<file path="config.mk">
export PLATFORM = sky130hd
export DESIGN_NAME = peripheral_write_access_guard
export DESIGN_NICKNAME = d
export VERILOG_FILES = /design/src/access_guard_pkg.sv /design/src/peripheral_write_access_guard.sv
export SDC_FILE = /design/constraint.sdc
export NUM_CORES = 2
export LEC_CHECK = 0
export ABC_AREA = 0
export BUFFER_PORTS_ARGS = -buffer_cell sky130_fd_sc_hd__buf_4
export CORE_MARGIN = 5
export CORE_UTILIZATION = 45
export CTS_BUF_LIST = sky130_fd_sc_hd__clkbuf_4 sky130_fd_sc_hd__clkbuf_8
export DETAILED_ROUTE_END_ITERATION = 8
export HOLD_SLACK_MARGIN = 0.03
export PLACE_DENSITY = 0.72
export SYNTH_ARGS = -nofsm -noshare
export SYNTH_HDL_FRONTEND = slang
export SYNTH_SLANG_ARGS = --single-unit
</file>
<file path="constraint.sdc">
create_clock -name sys_clk_i -period 25.9 [get_ports sys_clk_i]
set_input_delay 5.18 -clock sys_clk_i [delete_from_list [all_inputs] [get_ports sys_clk_i]]
set_output_delay 5.18 -clock sys_clk_i [all_outputs]
set_load 0.02 [all_outputs]
</file>
<file path="src/access_guard_pkg.sv">
// constants, field layouts and carrier types of the peripheral write guard
// ---------------------------------------------------------------------------
// ---------------------------------------------------------------------------

package access_guard_pkg;

  // -------------------------------------------------------------------------
  // sizes
  // -------------------------------------------------------------------------
  localparam int NUM_BRIDGES = 4;
  localparam int PERIPH_PER_BRIDGE = 32;
  localparam int NUM_SLAVES = 16;
  localparam int ADDR_W = 8;
  localparam int DATA_W = 32;

  // -------------------------------------------------------------------------
  // register byte offsets
  // -------------------------------------------------------------------------
  localparam logic [7:0] PROTECT_COMMAND_OFS = 8'h00;
  localparam logic [7:0] IRQ_ENABLE_OFS = 8'h04;
  localparam logic [7:0] SLAVE_FLAGS_OFS = 8'h08;
  localparam logic [7:0] SLAVE_MASK_OFS = 8'h0c;
  localparam logic [7:0] BRIDGE_FLAGS_BASE = 8'h10;
  localparam logic [7:0] BRIDGE_STATUS_BASE = 8'h20;
  localparam logic [7:0] BRIDGE_MASK_BASE = 8'h30;
  localparam logic [7:0] BRIDGE_STRIDE = 8'h04;

  // -------------------------------------------------------------------------
  // command word layout and operation keys
  // -------------------------------------------------------------------------
  localparam int CMD_PERIPH_LSB = 0;
  localparam int CMD_BRIDGE_LSB = 5;
  localparam int CMD_KEY_LSB = 8;
  localparam int CMD_USED_W = 16;
  localparam logic [7:0] KEY_CLEAR = 8'h01;
  localparam logic [7:0] KEY_SET = 8'h02;
  localparam logic [7:0] KEY_SET_LOCK = 8'h03;
  localparam int IRQ_ENABLE_BIT = 0;

  // -------------------------------------------------------------------------
  // reset values
  // -------------------------------------------------------------------------
  localparam logic [31:0] PROTECT_RESET = 32'h0000_0000;
  localparam logic [31:0] LOCK_RESET = 32'h0000_0000;
  localparam logic [31:0] FLAGS_RESET = 32'h0000_0000;
  localparam logic [31:0] MASK_RESET = 32'hffff_ffff;
  localparam logic [15:0] SLAVE_FLAGS_RESET = 16'h0000;
  localparam logic [15:0] SLAVE_MASK_RESET = 16'hffff;
  localparam logic IRQ_ENABLE_RESET = 1'b0;

  // -------------------------------------------------------------------------
  // carriers
  // -------------------------------------------------------------------------
  typedef struct packed {
    logic wr;
    logic rd;
    logic [7:0] addr;
    logic [31:0] wdata;
  } reg_req_t;

  typedef struct packed {
    logic valid;
    logic write;
    logic [1:0] bridge;
    logic [4:0] periph;
    logic protectable;
    logic unimpl;
    logic sync_busy;
  } periph_access_t;

  typedef struct packed {
    logic pass;
    logic error;
  } access_verdict_t;

  typedef struct packed {
    logic valid;
    logic [3:0] slave;
  } slave_error_t;

endpackage

</file>
<file path="src/peripheral_write_access_guard.sv">
// peripheral write guard: protection bits, locks, violation flags, interrupt
//
// Chosen here: the placing of the registers and the strobed register port.
`timescale 1ns/1ps
`default_nettype none

module peripheral_write_access_guard (
  // clock and hardware reset
  input wire logic sys_clk_i,
  input wire logic rst_i,
  // register port
  input wire access_guard_pkg::reg_req_t reg_req_i,
  output logic [31:0] reg_rdata_o,
  // peripheral access being checked
  input wire access_guard_pkg::periph_access_t acc_i,
  output access_guard_pkg::access_verdict_t verdict_o,
  // slave bus reserved-area detection
  input wire access_guard_pkg::slave_error_t slave_err_i,
  // interrupt request
  output logic irq_o
);

  // -------------------------------------------------------------------------
  // state
  // -------------------------------------------------------------------------
  logic [31:0] protect [access_guard_pkg::NUM_BRIDGES];
  logic [31:0] flags [access_guard_pkg::NUM_BRIDGES];
  logic [31:0] mask [access_guard_pkg::NUM_BRIDGES];
  logic [3:0] bridge_pending;
  logic [15:0] slave_flags;
  logic [15:0] slave_mask;
  logic irq_enable;
  logic [15:0] last_command;
  logic [31:0] next_rdata;

  // -------------------------------------------------------------------------
  // access check
  // -------------------------------------------------------------------------
  logic hit_protected;
  logic viol_protected;
  logic viol_illegal;
  logic viol_sync;
  logic violation;
  logic [31:0] viol_onehot;

  // the guard is live from reset: no enable bit gates the checks
  assign hit_protected = protect[acc_i.bridge][acc_i.periph];
  assign viol_protected = acc_i.valid && acc_i.write && acc_i.protectable
                          && hit_protected;
  assign viol_illegal = acc_i.valid && acc_i.unimpl;
  assign viol_sync = acc_i.valid && acc_i.write && acc_i.sync_busy;
  assign violation = viol_protected || viol_illegal || viol_sync;
  assign viol_onehot = 32'h0000_0001 << acc_i.periph;

  // a blocked write never reaches the peripheral, so its data is dropped
  assign verdict_o = '{pass: acc_i.valid && !violation,
                       error: violation};

  // -------------------------------------------------------------------------
  // command decode
  // -------------------------------------------------------------------------
  logic cmd_write;
  logic [1:0] cmd_bridge;
  logic [4:0] cmd_periph;
  logic [7:0] cmd_key;
  logic [31:0] cmd_onehot;
  logic key_clear;
  logic key_set;
  logic key_lock;

  assign cmd_write = reg_req_i.wr
    && reg_req_i.addr == access_guard_pkg::PROTECT_COMMAND_OFS;
  assign cmd_periph =
    reg_req_i.wdata[access_guard_pkg::CMD_PERIPH_LSB +: 5];
  assign cmd_bridge = reg_req_i.wdata[access_guard_pkg::CMD_BRIDGE_LSB +: 2];
  assign cmd_key = reg_req_i.wdata[access_guard_pkg::CMD_KEY_LSB +: 8];
  assign cmd_onehot = 32'h0000_0001 << cmd_periph;
  assign key_clear = cmd_key == access_guard_pkg::KEY_CLEAR;
  assign key_set = cmd_key == access_guard_pkg::KEY_SET;
  assign key_lock = cmd_key == access_guard_pkg::KEY_SET_LOCK;

  always_ff @(posedge sys_clk_i or posedge rst_i) begin
    if (rst_i) begin
      last_command <= 16'h0000;
    end else if (cmd_write) begin
      last_command <= reg_req_i.wdata[access_guard_pkg::CMD_USED_W-1:0];
    end
  end

  // -------------------------------------------------------------------------
  // per-bridge protection, lock, flags and mask
  // -------------------------------------------------------------------------
  // rst_i is the hardware reset; no other reset source reaches this state
  bridge_guard_slice #(.BRIDGE_ID(2'h0)) i_bridge_guard_slice_0 (
    .sys_clk_i(sys_clk_i),
    .rst_i(rst_i),
    .reg_req_i(reg_req_i),
    .cmd_write_i(cmd_write),
    .cmd_bridge_i(cmd_bridge),
    .cmd_onehot_i(cmd_onehot),
    .key_clear_i(key_clear),
    .key_set_i(key_set),
    .key_lock_i(key_lock),
    .violation_i(violation),
    .viol_bridge_i(acc_i.bridge),
    .viol_onehot_i(viol_onehot),
    .protect_o(protect[0]),
    .flags_o(flags[0]),
    .mask_o(mask[0]),
    .pending_o(bridge_pending[0])
  );

  bridge_guard_slice #(.BRIDGE_ID(2'h1)) i_bridge_guard_slice_1 (
    .sys_clk_i(sys_clk_i),
    .rst_i(rst_i),
    .reg_req_i(reg_req_i),
    .cmd_write_i(cmd_write),
    .cmd_bridge_i(cmd_bridge),
    .cmd_onehot_i(cmd_onehot),
    .key_clear_i(key_clear),
    .key_set_i(key_set),
    .key_lock_i(key_lock),
    .violation_i(violation),
    .viol_bridge_i(acc_i.bridge),
    .viol_onehot_i(viol_onehot),
    .protect_o(protect[1]),
    .flags_o(flags[1]),
    .mask_o(mask[1]),
    .pending_o(bridge_pending[1])
  );

  bridge_guard_slice #(.BRIDGE_ID(2'h2)) i_bridge_guard_slice_2 (
    .sys_clk_i(sys_clk_i),
    .rst_i(rst_i),
    .reg_req_i(reg_req_i),
    .cmd_write_i(cmd_write),
    .cmd_bridge_i(cmd_bridge),
    .cmd_onehot_i(cmd_onehot),
    .key_clear_i(key_clear),
    .key_set_i(key_set),
    .key_lock_i(key_lock),
    .violation_i(violation),
    .viol_bridge_i(acc_i.bridge),
    .viol_onehot_i(viol_onehot),
    .protect_o(protect[2]),
    .flags_o(flags[2]),
    .mask_o(mask[2]),
    .pending_o(bridge_pending[2])
  );

  bridge_guard_slice #(.BRIDGE_ID(2'h3)) i_bridge_guard_slice_3 (
    .sys_clk_i(sys_clk_i),
    .rst_i(rst_i),
    .reg_req_i(reg_req_i),
    .cmd_write_i(cmd_write),
    .cmd_bridge_i(cmd_bridge),
    .cmd_onehot_i(cmd_onehot),
    .key_clear_i(key_clear),
    .key_set_i(key_set),
    .key_lock_i(key_lock),
    .violation_i(violation),
    .viol_bridge_i(acc_i.bridge),
    .viol_onehot_i(viol_onehot),
    .protect_o(protect[3]),
    .flags_o(flags[3]),
    .mask_o(mask[3]),
    .pending_o(bridge_pending[3])
  );

  // -------------------------------------------------------------------------
  // slave bus error flags
  // -------------------------------------------------------------------------
  logic [15:0] slave_set;
  logic [15:0] slave_clr;

  assign slave_set = slave_err_i.valid
                     ? (16'h0001 << slave_err_i.slave) : 16'h0000;
  assign slave_clr = (reg_req_i.wr
                      && reg_req_i.addr == access_guard_pkg::SLAVE_FLAGS_OFS)
                     ? reg_req_i.wdata[15:0] : 16'h0000;

  sticky_flags #(
    .WIDTH(access_guard_pkg::NUM_SLAVES),
    .RESET_VALUE(access_guard_pkg::SLAVE_FLAGS_RESET)
  ) i_sticky_flags (
    .sys_clk_i(sys_clk_i),
    .rst_i(rst_i),
    .set_i(slave_set),
    .clear_i(slave_clr),
    .flags_o(slave_flags)
  );

  always_ff @(posedge sys_clk_i or posedge rst_i) begin
    if (rst_i) begin
      slave_mask <= access_guard_pkg::SLAVE_MASK_RESET;
    end else if (reg_req_i.wr
                 && reg_req_i.addr == access_guard_pkg::SLAVE_MASK_OFS) begin
      slave_mask <= reg_req_i.wdata[15:0];
    end
  end

  // -------------------------------------------------------------------------
  // interrupt
  // -------------------------------------------------------------------------
  always_ff @(posedge sys_clk_i or posedge rst_i) begin
    if (rst_i) begin
      irq_enable <= access_guard_pkg::IRQ_ENABLE_RESET;
    end else if (reg_req_i.wr
                 && reg_req_i.addr == access_guard_pkg::IRQ_ENABLE_OFS) begin
      irq_enable <= reg_req_i.wdata[access_guard_pkg::IRQ_ENABLE_BIT];
    end
  end

  // level output straight from flops, so it follows a flag with no lag
  assign irq_o = irq_enable
                 && (|bridge_pending || |(slave_flags & slave_mask));

  // -------------------------------------------------------------------------
  // register read
  // -------------------------------------------------------------------------
  always_comb begin
    next_rdata = 32'h0;
    if (reg_req_i.addr == access_guard_pkg::PROTECT_COMMAND_OFS) begin
      next_rdata = {16'h0000, last_command};
    end
    if (reg_req_i.addr == access_guard_pkg::IRQ_ENABLE_OFS) begin
      next_rdata = {31'h0, irq_enable};
    end
    if (reg_req_i.addr == access_guard_pkg::SLAVE_FLAGS_OFS) begin
      next_rdata = {16'h0000, slave_flags};
    end
    if (reg_req_i.addr == access_guard_pkg::SLAVE_MASK_OFS) begin
      next_rdata = {16'h0000, slave_mask};
    end
    for (int i = 0; i < access_guard_pkg::NUM_BRIDGES; i++) begin
      if (reg_req_i.addr == access_guard_pkg::BRIDGE_FLAGS_BASE
          + access_guard_pkg::BRIDGE_STRIDE * 8'(i)) begin
        next_rdata = flags[i];
      end
      if (reg_req_i.addr == access_guard_pkg::BRIDGE_STATUS_BASE
          + access_guard_pkg::BRIDGE_STRIDE * 8'(i)) begin
        next_rdata = protect[i];
      end
      if (reg_req_i.addr == access_guard_pkg::BRIDGE_MASK_BASE
          + access_guard_pkg::BRIDGE_STRIDE * 8'(i)) begin
        next_rdata = mask[i];
      end
    end
  end

  // data stand only in the cycle after the read strobe
  always_ff @(posedge sys_clk_i or posedge rst_i) begin
    if (rst_i) begin
      reg_rdata_o <= 32'h0;
    end else if (reg_req_i.rd) begin
      reg_rdata_o <= next_rdata;
    end else begin
      reg_rdata_o <= 32'h0;
    end
  end

endmodule

// ---------------------------------------------------------------------------
// sticky event flags, cleared by writing ones
// ---------------------------------------------------------------------------
module sticky_flags #(
  parameter int WIDTH = 32,
  parameter logic [WIDTH-1:0] RESET_VALUE = '0
) (
  // clock and hardware reset
  input wire logic sys_clk_i,
  input wire logic rst_i,
  // events and write-one-to-clear bits
  input wire logic [WIDTH-1:0] set_i,
  input wire logic [WIDTH-1:0] clear_i,
  // flag state
  output logic [WIDTH-1:0] flags_o
);

  // an event in the cycle of its own clear keeps the flag, so none is lost
  always_ff @(posedge sys_clk_i or posedge rst_i) begin
    if (rst_i) begin
      flags_o <= RESET_VALUE;
    end else begin
      flags_o <= (flags_o & ~clear_i) | set_i;
    end
  end

endmodule

// ---------------------------------------------------------------------------
// one bridge: protection, lock, violation flags and interrupt mask
// ---------------------------------------------------------------------------
module bridge_guard_slice #(
  parameter logic [1:0] BRIDGE_ID = 2'h0
) (
  // clock and hardware reset
  input wire logic sys_clk_i,
  input wire logic rst_i,
  // register port and decoded command
  input wire access_guard_pkg::reg_req_t reg_req_i,
  input wire logic cmd_write_i,
  input wire logic [1:0] cmd_bridge_i,
  input wire logic [31:0] cmd_onehot_i,
  input wire logic key_clear_i,
  input wire logic key_set_i,
  input wire logic key_lock_i,
  // violation found by the access check
  input wire logic violation_i,
  input wire logic [1:0] viol_bridge_i,
  input wire logic [31:0] viol_onehot_i,
  // bridge state
  output logic [31:0] protect_o,
  output logic [31:0] flags_o,
  output logic [31:0] mask_o,
  output logic pending_o
);

  localparam logic [7:0] FLAGS_OFS = access_guard_pkg::BRIDGE_FLAGS_BASE
    + access_guard_pkg::BRIDGE_STRIDE * {6'h00, BRIDGE_ID};
  localparam logic [7:0] MASK_OFS = access_guard_pkg::BRIDGE_MASK_BASE
    + access_guard_pkg::BRIDGE_STRIDE * {6'h00, BRIDGE_ID};

  logic cmd_here;
  logic [31:0] cmd_bits;
  logic [31:0] lock;
  logic [31:0] set_bits;
  logic [31:0] clr_bits;

  // -------------------------------------------------------------------------
  // protection and lock
  // -------------------------------------------------------------------------
  // a locked bit stays as it is whatever the key says
  assign cmd_here = cmd_write_i && cmd_bridge_i == BRIDGE_ID;
  assign cmd_bits = cmd_here ? (cmd_onehot_i & ~lock)
                             : 32'h0000_0000;

  always_ff @(posedge sys_clk_i or posedge rst_i) begin
    if (rst_i) begin
      protect_o <= access_guard_pkg::PROTECT_RESET;
    end else if (key_clear_i) begin
      protect_o <= protect_o & ~cmd_bits;
    end else if (key_set_i || key_lock_i) begin
      protect_o <= protect_o | cmd_bits;
    end
    // any other key falls through and leaves the bits alone
  end

  always_ff @(posedge sys_clk_i or posedge rst_i) begin
    if (rst_i) begin
      lock <= access_guard_pkg::LOCK_RESET;
    end else if (key_lock_i) begin
      lock <= lock | cmd_bits;
    end
  end

  // -------------------------------------------------------------------------
  // violation flags and interrupt mask
  // -------------------------------------------------------------------------
  assign set_bits = (violation_i && viol_bridge_i == BRIDGE_ID)
                    ? viol_onehot_i : 32'h0000_0000;
  assign clr_bits = (reg_req_i.wr && reg_req_i.addr == FLAGS_OFS)
                    ? reg_req_i.wdata : 32'h0000_0000;

  sticky_flags #(
    .WIDTH(access_guard_pkg::PERIPH_PER_BRIDGE),
    .RESET_VALUE(access_guard_pkg::FLAGS_RESET)
  ) i_sticky_flags (
    .sys_clk_i(sys_clk_i),
    .rst_i(rst_i),
    .set_i(set_bits),
    .clear_i(clr_bits),
    .flags_o(flags_o)
  );

  always_ff @(posedge sys_clk_i or posedge rst_i) begin
    if (rst_i) begin
      mask_o <= access_guard_pkg::MASK_RESET;
    end else if (reg_req_i.wr && reg_req_i.addr == MASK_OFS) begin
      mask_o <= reg_req_i.wdata;
    end
  end

  assign pending_o = |(flags_o & mask_o);

endmodule

`default_nettype wire

</file>
==> flow_summary.ini <==
[run_status]
outcome = finished clean

[global_routing]
grt_overflow = 0
first_global_vias = 24100
grt_pass1_wl_um = 181000
grt_max_degree = 172
antenna_found_initial = 15
grt_util_all_layers_pct = 35.5

[floorplanning]
start_util_pct = 45.4
die_area_um2 = 68700
rows = 92
ios = 96
fp.dieH_um = 262
die_x_um = 262
core_um2 = 63100

[sta]
finalHoldViolations = 0
rsz0062_at_grt = false
final.setup_skew_ps = 47.6
clock.fmax_mhz = 76.2
tns_ps = 0
tightestPinTransition_ps = 1370
max_slew_margin_pct = 8.65
slew_viol_final = 0
min_period_over_period_pct = 50.7
period_needed_ps = 13130
setup_viol = 0

[routing]
num_vias = 24900
drtIter0Drc = 3941
via_per_inst = 7.06
wl_per_cell_um = 36.1
ant_nets = 0
drc_errors = 0
wl_um = 127000
drt_first_pass_iters = 8

[synthesis]
seq_area_frac_synth_pct = 52.5
syn_nets = 2613
synth_cell_types = 84
ys_warn_count = 0
synth_cells = 2552
synth_area_um2 = 28600
synthFlopType = dfrtp_1
synth-edff-count = 0
syn_area_per_cell_um2 = 11.2
async_flop_share_pct = 100
ys_seq_elements = 593

[critical_path]
crit_buf_inv = 3
r2r.worst_path.cells = 6
path_max_fanout = 34
path_cells = buf_4 -> mux4_1 -> mux2_2 -> a221oi_2 -> nand4bb_4 -> a21oi_2 -> buf_4 -> nor2b_1 -> buf_4
rrSetupSlack_ps = 22940
arrival_ps = 7950
max_stage_delay_ps = 630
crit_top_cell = buf_4
reg2reg_to = i_bridge_guard_slice_2.i_sticky_flags.flags_o[19]$_DFF_PP0_
required_ps = 20720
critPathTopFamily = multiplexers
endpoint_kind = output pin
criticalPathCategory = in -> out
critPathLaunchType = primary input
slowest_stage = mux4_1

[cts]
cts_resized = 0
cts_max_level = 3
clock_latency_ps = 760
hold_buffers = 0
cts_tree = yes
cts_sinks = 593
path_clk_slew_ps = 50
cts_setup_buffers = 0
root_buffer = clkbuf_8
cts_max_path_buffers = 3
cts_inserted_buffers = 99

[power]
powerDensity_nw_per_um2 = 65.9
power.share.clock_pct = 44.0
cell_internal_pwr_mw = 1.55
pwr-share-seq_pct = 48.8
p_sw_mw = 0.569
static-leakage-power_nw = 13.6
sw_frac_of_total_pct = 26.9
ir_worst_vdd_mv = 0.0424
combPwrFrac_pct = 7.2

[min_path]
hp-start = i_bridge_guard_slice_3.lock[15]$_DFFE_PP0P_
worstHoldPathType = reg -> reg
min_to = i_bridge_guard_slice_3.lock[15]$_DFFE_PP0P_
hold_depth = 1

[placed_design]
port_buffers = 95
place_congestion = 1.06
dp_hpwl_um = 85800
place_area_um2 = 29900

[cells_and_area]
drive_gt1_share_pct = 29.3
final_cell_area_um2 = 32100
syn2layout_area_growth_pct = 12.1
final_nets = 2644

[flow_run]
drv_cap = 0
[kinds of logic after synthesis]
family          share of synthesized area, %
compound gates                          21.1
mux                                     11.9
simple gates                            10.7
flops                                   52.5
buf+inv                                 3.72
[power groups by stage]
stage / registers [mW] / clock network, mW / logic, mW
2_1_floorplan: 1.01 / 0 / 0.0992
3_3_place_gp: 1.04 / 0 / 0.145
3_5_place_dp: 1.04 / 0 / 0.149
4_1_cts: 1.03 / 0.934 / 0.149
5_1_grt: 1.03 / 0.973 / 0.161
6_report: 1.03 / 0.930 / 0.153
[cells in the final DEF (no fill, tap or decap), types with 6 or more instances in the layout]
cell type	netlist	final
a21boi_0	9	9
nand2_1	301	300
nand3_1	27	27
a32o_1	75	75
a22oi_1	72	72
a221oi_1	54	54
clkbuf_8	0	131
mux4_2	19	19
and3_1	20	18
or2_2	6	6
o22ai_1	15	15
o21bai_1	128	128
nor3b_1	10	9
o221ai_1	23	23
mux4_1	8	8
a22o_1	68	68
a222oi_1	15	15
clkinv_2	0	12
a21oi_1	150	150
mux2i_1	20	20
clkbuf_4	0	30
o21ai_0	72	72
nor2_1	80	75
a31oi_1	22	22
a31o_2	9	9
diode_2	0	7
mux2_2	229	229
a211oi_1	10	10
nor2b_1	7	7
o2bb2ai_1	10	10
dfrtp_1	449	449
a221o_1	15	15
nand4_1	14	14
buf_4	5	141
nor2_2	4	6
dfstp_2	144	144
nor3_1	141	140
inv_1	10	9
[through the flow]
stage	utilization, %	setup WS (ps)	total power [mW]	std cells	hold slack [ps]
2_1_floorplan	-	4360	1.11	2552	442
3_3_place_gp	47.3	12860	1.19	3328	454
3_5_place_dp	47.3	12800	1.19	3328	463
4_1_cts	50.9	12800	2.11	3511	478
5_1_grt	50.9	12640	2.17	3514	484
6_report	50.9	12770	2.12	3518	474
[cells in the mapped netlist (10+ instances only)]
cell type  count  share of area (%)
nor3b_1       10               0.26
mux2i_1       20               0.70
a31oi_1       22               0.48
a221oi_1      54                1.7
o22ai_1       15               0.33
o21ai_0       72                1.3
o221ai_1      23               0.70
a21oi_1      150                2.6
nor3_1       141                2.5
o2bb2ai_1     10               0.31
clkbuf_1     133                1.7
a221o_1       15               0.52
mux2_2       229                9.0
mux4_2        19                1.5
nand4_1       14               0.31
buf_6         17               0.67
buf_2         48               0.84
nand3_1       27               0.47
dfrtp_1      449                 39
a22o_1        68                2.1
nor2_1        80                1.0
o21bai_1     128                3.4
a32o_1        75                2.6
nand2_1      301                3.9
inv_1         10               0.13
a211oi_1      10               0.26
dfstp_2      144                 13
a22oi_1       72                1.9
a222oi_1      15               0.52
and3_1        20               0.44
[layout make-up]
type | instances | area, µm²
fillers | 5656 | 31000
flip-flops and latches | 593 | 15000
multi-input cells | 1735 | 12600
clock buffers | 161 | 2030
repair buffers | 143 | 1100
well taps | 846 | 1060
clock inverters | 22 | 198
inverters | 11 | 48.8
diodes | 7 | 17.5
[worst register-to-register path: stages (launching register included)]
cell and delay (ps):
dfrtp_1 470, mux4_1 540, mux2_2 300, a221oi_2 290, nand4bb_4 270, nand2_4 480, a32o_1 490
[layer usage]
layer,GRT usage (%),vias to the layer above,part of all wire [%]
met2,50.4,2070,41
met5,0,-,0.048
met4,18.2,8,6.8
met1,46.9,12500,38
met3,14.8,509,14
li1,-,9761,-
[worst max path at each step]
stage | cells past startpoint | start | endpoint | slack [ps]
2_1_floorplan | 1 | rst_i | asynchronous set/reset pin | 4360
3_3_place_gp | 9 | acc_i[8] | verdict_o[1] | 12860
3_5_place_dp | 9 | acc_i[8] | verdict_o[1] | 12800
4_1_cts | 9 | acc_i[8] | verdict_o[1] | 12800
5_1_grt | 9 | acc_i[8] | verdict_o[1] | 12640
6_report | 9 | acc_i[8] | verdict_o[1] | 12770
Power figures use the tool's default switching activity.
